**config.mk**
```make
export PLATFORM = sky130hd
export DESIGN_NAME = scg_standby
export DESIGN_NICKNAME = d
export VERILOG_FILES = /design/src/core/scg_pkg.sv /design/src/core/scg_clk_gate.sv /design/src/core/scg_standby.sv
export VERILOG_INCLUDE_DIRS = /design/src /design/src/core
export SDC_FILE = /design/constraint.sdc
export NUM_CORES = 1
export LEC_CHECK = 0
export ABC_CLOCK_PERIOD_IN_PS = 4500
export BUFFER_PORTS_ARGS = -buffer_cell sky130_fd_sc_hd__buf_2
export CORE_UTILIZATION = 40
export CTS_CLUSTER_DIAMETER = 150
export DETAILED_ROUTE_END_ITERATION = 8
export RECOVER_POWER = 25
export SLEW_MARGIN = 20
export SYNTH_ARGS = -nofsm -noshare
export SYNTH_HDL_FRONTEND = slang
export SYNTH_SLANG_ARGS = --single-unit
```
**constraint.sdc**
```tcl
create_clock -name clk_sys -period 4.5 [get_ports clk_sys]
set_clock_uncertainty 0.15 [all_clocks]
set_input_delay 0.675 -clock clk_sys [delete_from_list [all_inputs] [get_ports clk_sys]]
set_output_delay 0.675 -clock clk_sys [all_outputs]
set_load 0.02 [all_outputs]
```
**src/core/scg_map.svh**
```systemverilog
// Register offsets, field positions, reset values and counts of the standby clock controller
`ifndef SCG_MAP_SVH
`define SCG_MAP_SVH

// ==========================================================
// Register offsets (byte addresses)
`define SCG_OFS_FSEL0 8'h00
`define SCG_OFS_FSEL1 8'h04
`define SCG_OFS_CLKCTL 8'h08
`define SCG_OFS_WDFSEL 8'h0C
`define SCG_OFS_STATUS 8'h10

// ==========================================================
// Field positions
`define SCG_B_STOP_INV 0
`define SCG_B_EXT_CLK 1
`define SCG_B_STOP_DONE 0
`define SCG_B_WAIT_DONE 1
`define SCG_B_STBY_SEL 2
`define SCG_B_WAIT_STOP 3
`define SCG_B_PLL_EN 1
`define SCG_B_SYS_SEL 5
`define SCG_B_WDT_SRC_LO 6
`define SCG_B_WDT_SRC_HI 7
`define SCG_B_STAT_WDT_LO 4
`define SCG_B_STAT_WDT_HI 15

// ==========================================================
// Reset values, loads and counts
`define SCG_RST_PLL_EN 1'b1
`define SCG_WDT_LOAD 12'hFFF
`define SCG_WDT_MSB 11
`define SCG_DIV_FIRST 3
`define SCG_DIV_ONES 4'hF
`define SCG_DIV_ONE 7'h01
`define SCG_WDT_ONE 12'h001

// ==========================================================
// Gated clock indices
`define SCG_NGATE 7
`define SCG_G_INPUT 0
`define SCG_G_SYS 1
`define SCG_G_BIU 2
`define SCG_G_CORE 3
`define SCG_G_PERIPH 4
`define SCG_G_WDT_A 5
`define SCG_G_WDT_B 6

`endif

```
**src/core/scg_pkg.sv**
```systemverilog
// Types shared by the standby clock controller
package scg_pkg;

  // ==========================================================
  // Operating states
  typedef enum logic [1:0] {
    SCG_RUN = 2'b00,
    SCG_STOP = 2'b01,
    SCG_STOP_WAKE = 2'b10,
    SCG_WAIT = 2'b11
  } scg_state_type;

  // ==========================================================
  // Software control bits
  typedef struct packed {
    logic stop_inv;
    logic ext_clk;
    logic stop_done;
    logic wait_done;
    logic standby_sel;
    logic wait_clk_stop;
    logic pll_en;
    logic sys_sel;
    logic [1:0] wdt_src;
  } scg_ctrl_type;

  // ==========================================================
  // Pin ownership: 1 means port logic drives the pin group
  typedef struct packed {
    logic addr_lo;
    logic addr_mid;
    logic addr_hi;
    logic data_lo;
    logic data_hi;
    logic read_strobe;
    logic low_byte_write_strobe;
    logic high_byte_write_strobe;
    logic chip_select_zero;
  } scg_pin_own_type;

endpackage : scg_pkg

```
**src/core/scg_clk_gate.sv**
```systemverilog
// Glitch-free gate for one derived clock waveform
`timescale 1ns/100ps
module scg_clk_gate
  import scg_pkg::*;
(
  input wire logic clk_sys,
  input wire logic rstn,
  input wire logic phase,
  input wire logic enable,
  output logic gclk
);

  logic en_hold_reg;
  logic en_hold_next;
  logic gclk_reg;
  logic gclk_next;

  // Enable only moves while the output is forced low, so no runt pulse
  always_comb begin
    en_hold_next = phase ? enable : en_hold_reg;
    gclk_next = en_hold_next & ~phase;
  end

  always_ff @(posedge clk_sys or negedge rstn) begin
    if (!rstn) begin
      en_hold_reg <= 1'b0;
      gclk_reg <= 1'b0;
    end else begin
      en_hold_reg <= en_hold_next;
      gclk_reg <= gclk_next;
    end
  end

  assign gclk = gclk_reg;
endmodule : scg_clk_gate

```
**src/core/scg_standby.sv**
```systemverilog
// Standby controller: stop and wait modes, clock gating and bus pin handover
// ==========================================================
//
// The address map and the plain strobed port were decided locally.
`timescale 1ns/100ps
`include "scg_map.svh"
module scg_standby
  import scg_pkg::*;
(
  input wire logic clk_sys,
  input wire logic rstn,
  input wire logic [7:0] reg_addr,
  input wire logic [15:0] reg_wdata,
  input wire logic reg_wr,
  input wire logic reg_rd,
  output logic [15:0] reg_rdata,
  input wire logic stop_instruction,
  input wire logic wait_instruction,
  input wire logic irq_accept,
  input wire logic byte_bus_pin,
  output logic osc_run,
  output logic pll_run,
  output logic sys_clk_from_pll,
  output logic [`SCG_NGATE-1:0] gated_clocks,
  output logic [3:0] standby_divide_clocks,
  output logic event_count_only,
  output logic adc_stopped,
  output logic watchdog_stopped,
  output scg_pin_own_type pin_own
);

  // ==========================================================
  // State
  scg_state_type state_reg;
  scg_state_type state_next;
  scg_ctrl_type ctrl_reg;
  scg_ctrl_type ctrl_next;
  logic [11:0] wdt_reg;
  logic [11:0] wdt_next;
  logic [6:0] div_reg;
  logic [6:0] div_next;
  logic phase_reg;
  logic phase_next;
  logic [15:0] rdata_reg;
  logic [15:0] rdata_next;
  logic [2:0] byte_sync_reg;
  logic [2:0] byte_sync_next;
  logic byte_mode_reg;
  logic byte_mode_next;

  logic [`SCG_NGATE-1:0] gate_en;
  logic sel_fall;
  logic stop_taken;
  logic standby;
  logic wake_by_wdt;
  logic [2:0] sel_idx;

  // ==========================================================
  // Byte-bus strap: three stages, accept once last two agree
  always_comb begin
    byte_sync_next = {byte_sync_reg[1:0], byte_bus_pin};
    byte_mode_next = (byte_sync_reg[1] == byte_sync_reg[2]) ? byte_sync_reg[2] : byte_mode_reg;
  end

  always_ff @(posedge clk_sys or negedge rstn) begin
    if (!rstn) begin
      byte_sync_reg <= 3'h0;
      byte_mode_reg <= 1'b0;
    end else begin
      byte_sync_reg <= byte_sync_next;
      byte_mode_reg <= byte_mode_next;
    end
  end

  // ==========================================================
  // Standby divide clocks and the base phase of gated clocks
  always_comb begin
    sel_idx = 3'(`SCG_DIV_FIRST) + {1'b0, ctrl_reg.wdt_src};
    div_next = div_reg + `SCG_DIV_ONE;
    sel_fall = div_reg[sel_idx] & ~div_next[sel_idx];
    phase_next = ~phase_reg;
  end

  always_ff @(posedge clk_sys or negedge rstn) begin
    if (!rstn) begin
      div_reg <= 7'h00;
      phase_reg <= 1'b0;
    end else begin
      div_reg <= div_next;
      phase_reg <= phase_next;
    end
  end

  // ==========================================================
  // Mode sequencing, watchdog wake count and registers
  always_comb begin
    state_next = state_reg;
    ctrl_next = ctrl_reg;
    wdt_next = wdt_reg;
    stop_taken = stop_instruction & ~ctrl_reg.stop_inv;
    wake_by_wdt = ~ctrl_reg.ext_clk | ctrl_reg.sys_sel;
    // Software writes go first so hardware sets below win
    if (reg_wr) begin
      unique case (reg_addr)
        `SCG_OFS_FSEL0: begin
          ctrl_next.stop_inv = reg_wdata[`SCG_B_STOP_INV];
          ctrl_next.ext_clk = reg_wdata[`SCG_B_EXT_CLK];
        end
        `SCG_OFS_FSEL1: begin
          ctrl_next.stop_done = reg_wdata[`SCG_B_STOP_DONE];
          ctrl_next.wait_done = reg_wdata[`SCG_B_WAIT_DONE];
          ctrl_next.standby_sel = reg_wdata[`SCG_B_STBY_SEL];
          ctrl_next.wait_clk_stop = reg_wdata[`SCG_B_WAIT_STOP];
        end
        `SCG_OFS_CLKCTL: begin
          ctrl_next.pll_en = reg_wdata[`SCG_B_PLL_EN];
          // PLL selection refused while the PLL is disabled
          ctrl_next.sys_sel = reg_wdata[`SCG_B_SYS_SEL] & reg_wdata[`SCG_B_PLL_EN];
        end
        `SCG_OFS_WDFSEL: begin
          ctrl_next.wdt_src = reg_wdata[`SCG_B_WDT_SRC_HI:`SCG_B_WDT_SRC_LO];
        end
        default: begin
        end
      endcase
    end
    unique case (state_reg)
      SCG_RUN: begin
        if (stop_taken) begin
          state_next = SCG_STOP;
          wdt_next = `SCG_WDT_LOAD;
          ctrl_next.stop_done = 1'b1;
        end else if (wait_instruction) begin
          state_next = SCG_WAIT;
          ctrl_next.wait_done = 1'b1;
        end
      end
      SCG_STOP: begin
        if (irq_accept) begin
          state_next = SCG_STOP_WAKE;
        end
      end
      SCG_STOP_WAKE: begin
        if (wake_by_wdt) begin
          if (!wdt_reg[`SCG_WDT_MSB]) begin
            state_next = SCG_RUN;
          end else if (sel_fall) begin
            wdt_next = wdt_reg - `SCG_WDT_ONE;
          end
        end else if (sel_fall) begin
          state_next = SCG_RUN;
        end
      end
      SCG_WAIT: begin
        if (irq_accept) begin
          state_next = SCG_RUN;
        end
      end
    endcase
  end

  // Reset forces RUN so the core clocks resume with the oscillator
  always_ff @(posedge clk_sys or negedge rstn) begin
    if (!rstn) begin
      state_reg <= SCG_RUN;
      ctrl_reg <= '{stop_inv: 1'b0, ext_clk: 1'b0, stop_done: 1'b0, wait_done: 1'b0,
                    standby_sel: 1'b0, wait_clk_stop: 1'b0, pll_en: `SCG_RST_PLL_EN,
                    sys_sel: 1'b0, wdt_src: 2'b00};
      wdt_reg <= `SCG_WDT_LOAD;
    end else begin
      state_reg <= state_next;
      ctrl_reg <= ctrl_next;
      wdt_reg <= wdt_next;
    end
  end

  // ==========================================================
  // Read port: data valid only in the cycle after the strobe
  always_comb begin
    rdata_next = 16'h0000;
    if (reg_rd) begin
      unique case (reg_addr)
        `SCG_OFS_FSEL0: begin
          rdata_next[`SCG_B_STOP_INV] = ctrl_reg.stop_inv;
          rdata_next[`SCG_B_EXT_CLK] = ctrl_reg.ext_clk;
        end
        `SCG_OFS_FSEL1: begin
          rdata_next[`SCG_B_STOP_DONE] = ctrl_reg.stop_done;
          rdata_next[`SCG_B_WAIT_DONE] = ctrl_reg.wait_done;
          rdata_next[`SCG_B_STBY_SEL] = ctrl_reg.standby_sel;
          rdata_next[`SCG_B_WAIT_STOP] = ctrl_reg.wait_clk_stop;
        end
        `SCG_OFS_CLKCTL: begin
          rdata_next[`SCG_B_PLL_EN] = ctrl_reg.pll_en;
          rdata_next[`SCG_B_SYS_SEL] = ctrl_reg.sys_sel;
        end
        `SCG_OFS_WDFSEL: begin
          rdata_next[`SCG_B_WDT_SRC_HI:`SCG_B_WDT_SRC_LO] = ctrl_reg.wdt_src;
        end
        `SCG_OFS_STATUS: begin
          rdata_next[1:0] = state_reg;
          rdata_next[`SCG_B_STAT_WDT_HI:`SCG_B_STAT_WDT_LO] = wdt_reg;
        end
        default: begin
        end
      endcase
    end
  end

  always_ff @(posedge clk_sys or negedge rstn) begin
    if (!rstn) begin
      rdata_reg <= 16'h0000;
    end else begin
      rdata_reg <= rdata_next;
    end
  end

  assign reg_rdata = rdata_reg;

  // ==========================================================
  // Clock enables per mode
  always_comb begin
    standby = (state_reg == SCG_STOP) || (state_reg == SCG_WAIT);
    osc_run = (state_reg != SCG_STOP) && !(standby && ctrl_reg.ext_clk);
    pll_run = ctrl_reg.pll_en && (state_reg != SCG_STOP);
    gate_en[`SCG_G_INPUT] = (state_reg != SCG_STOP);
    gate_en[`SCG_G_SYS] = (state_reg != SCG_STOP) && !(state_reg == SCG_WAIT && ctrl_reg.wait_clk_stop);
    gate_en[`SCG_G_BIU] = (state_reg == SCG_RUN);
    gate_en[`SCG_G_CORE] = (state_reg == SCG_RUN);
    gate_en[`SCG_G_PERIPH] = gate_en[`SCG_G_SYS];
    gate_en[`SCG_G_WDT_A] = (state_reg == SCG_RUN) || (state_reg == SCG_STOP_WAKE);
    gate_en[`SCG_G_WDT_B] = gate_en[`SCG_G_WDT_A];
    event_count_only = !gate_en[`SCG_G_PERIPH];
    adc_stopped = !gate_en[`SCG_G_PERIPH];
    watchdog_stopped = standby;
    sys_clk_from_pll = ctrl_reg.sys_sel;
    // Handover also spans the wake count, still part of stop
    pin_own.addr_lo = ctrl_reg.standby_sel && (state_reg != SCG_RUN);
    pin_own.addr_mid = pin_own.addr_lo;
    pin_own.addr_hi = pin_own.addr_lo;
    pin_own.data_lo = pin_own.addr_lo;
    pin_own.read_strobe = pin_own.addr_lo;
    pin_own.low_byte_write_strobe = pin_own.addr_lo;
    pin_own.chip_select_zero = pin_own.addr_lo;
    pin_own.data_hi = pin_own.addr_lo || byte_mode_reg;
    pin_own.high_byte_write_strobe = pin_own.addr_lo || byte_mode_reg;
  end

  // Divide clocks parked high while stopped
  assign standby_divide_clocks = (state_reg == SCG_STOP) ? `SCG_DIV_ONES : div_reg[6:3];

  genvar gi;
  generate
    for (gi = 0; gi < `SCG_NGATE; gi++) begin : g_gate
      scg_clk_gate u_gate (
        .clk_sys(clk_sys),
        .rstn(rstn),
        .phase(phase_reg),
        .enable(gate_en[gi]),
        .gclk(gated_clocks[gi])
      );
    end
  endgenerate
endmodule : scg_standby

```
==> out/metrics.yaml <==
outcome: "complete, no violations"
yosys.cell_count.top_type: "dfrtp_1"
ys_ff_latch: 60
power_leakage_nw: 1.69
areaGrowthSynthToFinish_pct: 16.9
rows: 30
hp-class: "reg2reg"
fin_crit_sh: 0.704
dp_hpwl_um: 4290
totalWireLength_um: 6050
use_met1: 0.239
dr_total_vias: 2165
p_sw_frac: 0.333
numPortBuffers: 64
grt_max_degree: 61
synth.top_cell.area_share: 0.399
critical_path_class: "reg2reg"
grtUsageMet2: 0.244
cts_made_buffers: 9
yosys_most_used_dff: "dfrtp_1"
worst-path-buf-inv: 1
core_area_sq_mm: 0.00694
ir_drop_mv: 0.190
rsz0062_at_grt: "false"
grt_pass1_vias: 1964
grt_util_met3: 0.0547
die_area_sq_mm: 0.00772
synth_area_leaders: "dfrtp_1 40%, dfstp_2 12%, buf_4 4.1%"
finalHoldViolCount: 0
ys_warn_count: 0
drc: 0
place.gp.congestion: 0.820
clk_latency_ns: 0.33
power_density_mw_per_mm2: 473
cts_tree: "yes"
largest_reg_flops: 16
ys_seq_area_frac: 0.515
slew_viol_final: 0
avgSynthCellArea_sq_um: 10.8
setup-tns-final_ns: 0
yosysTopAreaCell: "dfrtp_1"
power_switching_mw: 0.543
dpl.cell_count: 412
cap_violations: 0
overflow: 0
clock-sinks: 60
startpoint_type: "flop"
synth_nets: 309
ctsHoldBuffers: 0
crit_arrival_ns: 3.29
async_flop_share: 1.00
end_kind: "flop"
drive_gt1_frac: 0.322
die_w_um: 87.9
nets: 362
clkSlewWorstSetupHoldPaths_ns: 0.07
fin_cells: 428
syn_area_sq_mm: 0.00295
antenna_cells: 0
p_total_mw: 1.63
dpl-instance-area_sq_mm: 0.00324
drt_iter0_drc: 138
ant_nets: 0
clock_path_buffers: 2
synthCells: 274
power_frac_clock: 0.308
fmax_mhz: 316
max_slew_margin: 0.337
pwr-share-seq: 0.443
cp_max_fo: 11
grt_use_total: 0.170
clock-root-buffer: "clkbuf_8"
crit_chain: "inv_1 > ha_1 > and2_1 > o21ai_0 > a21oi_1 > a2111oi_1 > or2_1 > a221o_1"
slowest_stage: "a2111oi_1"
period_minus_slack_ns: 3.17
wl_per_cell_um: 14.1
drtPass1Iterations: 4
via_per_inst: 5.06
p_int_mw: 1.09
combPwrFrac: 0.248
antenna_found_initial: 0
design_area_sq_mm: 0.00345
start_util: 0.425
synth_common_cells: "47 x dfrtp_1, 19 x nand2_1, 16 x buf_4"
path_delay_family: "compound AO/OA/AOI/OAI gates"
h-tree-depth: 3
required_ns: 4.62
io_pins: 74
setup_viol: 0
slowest_delay_ns: 0.92
fill_cells: 665
die_h_um: 87.9
top_usage_layer: "met2"
postCtsSetupBuffers: 0
synth_edf_count: 0
cts_resized: 0
tightest_slew_ns: 0.991
synthDistinctLibCells: 55
grt_first_pass_wirelength_um: 9720
[layout by cell type (no fill, tap or decap), drive strengths merged, types with 2 or more instances in the layout]
cell type,n
buf,65
nand2b,6
and3b,4
or3,5
ha,3
clkbuf,11
dfrtp,47
nor4,2
a211o,5
xnor2,2
and4,3
xor2,5
mux2i,6
or4,5
a22oi,4
and2,4
nand2,19
a2111oi,3
inv,12
nor2b,14
a21oi,8
nand3,6
a21o,4
nor3,8
dfstp,13
o31ai,2
or2,5
clkinvlp,4
mux2,7
o21a,3
nor2,8
o21ai,11
and3,11
[through the flow]
step                hold WS, ns  utilization  setup slack, ns
global placement          0.181        0.467             1.43
global route              0.231        0.496             1.11
detailed placement        0.200        0.467             1.38
CTS                       0.216        0.497             1.35
floorplan                 0.181            -             1.68
finish                    0.213        0.496             1.33
[cell type report]
class / instances / area, sq um / share of cell area
clock inverters: 5 / 60.1 / 0.0174
multi-input cells: 178 / 1220 / 0.354
inverters: 13 / 48.8 / 0.0142
well taps: 96 / 120 / 0.0348
repair buffers: 65 / 328 / 0.0951
clock buffers: 11 / 151 / 0.0439
flip-flops and latches: 60 / 1520 / 0.440
[power groups by stage]
stage	registers (mW)	logic, mW	clock network (mW)
2_1_floorplan	0.691	0.359	0
3_3_place_gp	0.728	0.402	0
3_5_place_dp	0.731	0.406	0
4_1_cts	0.721	0.408	0.516
5_1_grt	0.736	0.450	0.542
6_report	0.723	0.405	0.503
[logic make-up after synthesis]
logic type,share of synthesized area
flops,0.515
fa+ha+maj,0.0161
simple gates,0.200
buf+inv,0.0696
mux,0.0560
compound gates,0.123
xor+xnor,0.0208
[metal layers]
layer,vias to the layer above,part of all wire
li1,1077,-
met5,-,0
met1,1021,0.50
met3,5,0.054
met2,62,0.43
met4,0,0.013
[worst paths after layout]
kind	from	endpoint	cells after the start	slack (ns)
worst min-delay path	byte_sync_reg[0]	byte_sync_reg[1]	0	0.21
worst min register to register	byte_sync_reg[0]	byte_sync_reg[1]	0	0.21
min in group asynchronous	rstn	div_reg[0]	2	0.32
worst max-delay path	ctrl_reg[0]	wdt_reg[4]	8	1.33
max in group asynchronous	rstn	reg_rdata[7]	2	3.38
worst max register to register	ctrl_reg[0]	wdt_reg[4]	8	1.33
Note: power is estimated with default switching activity, not from simulation.
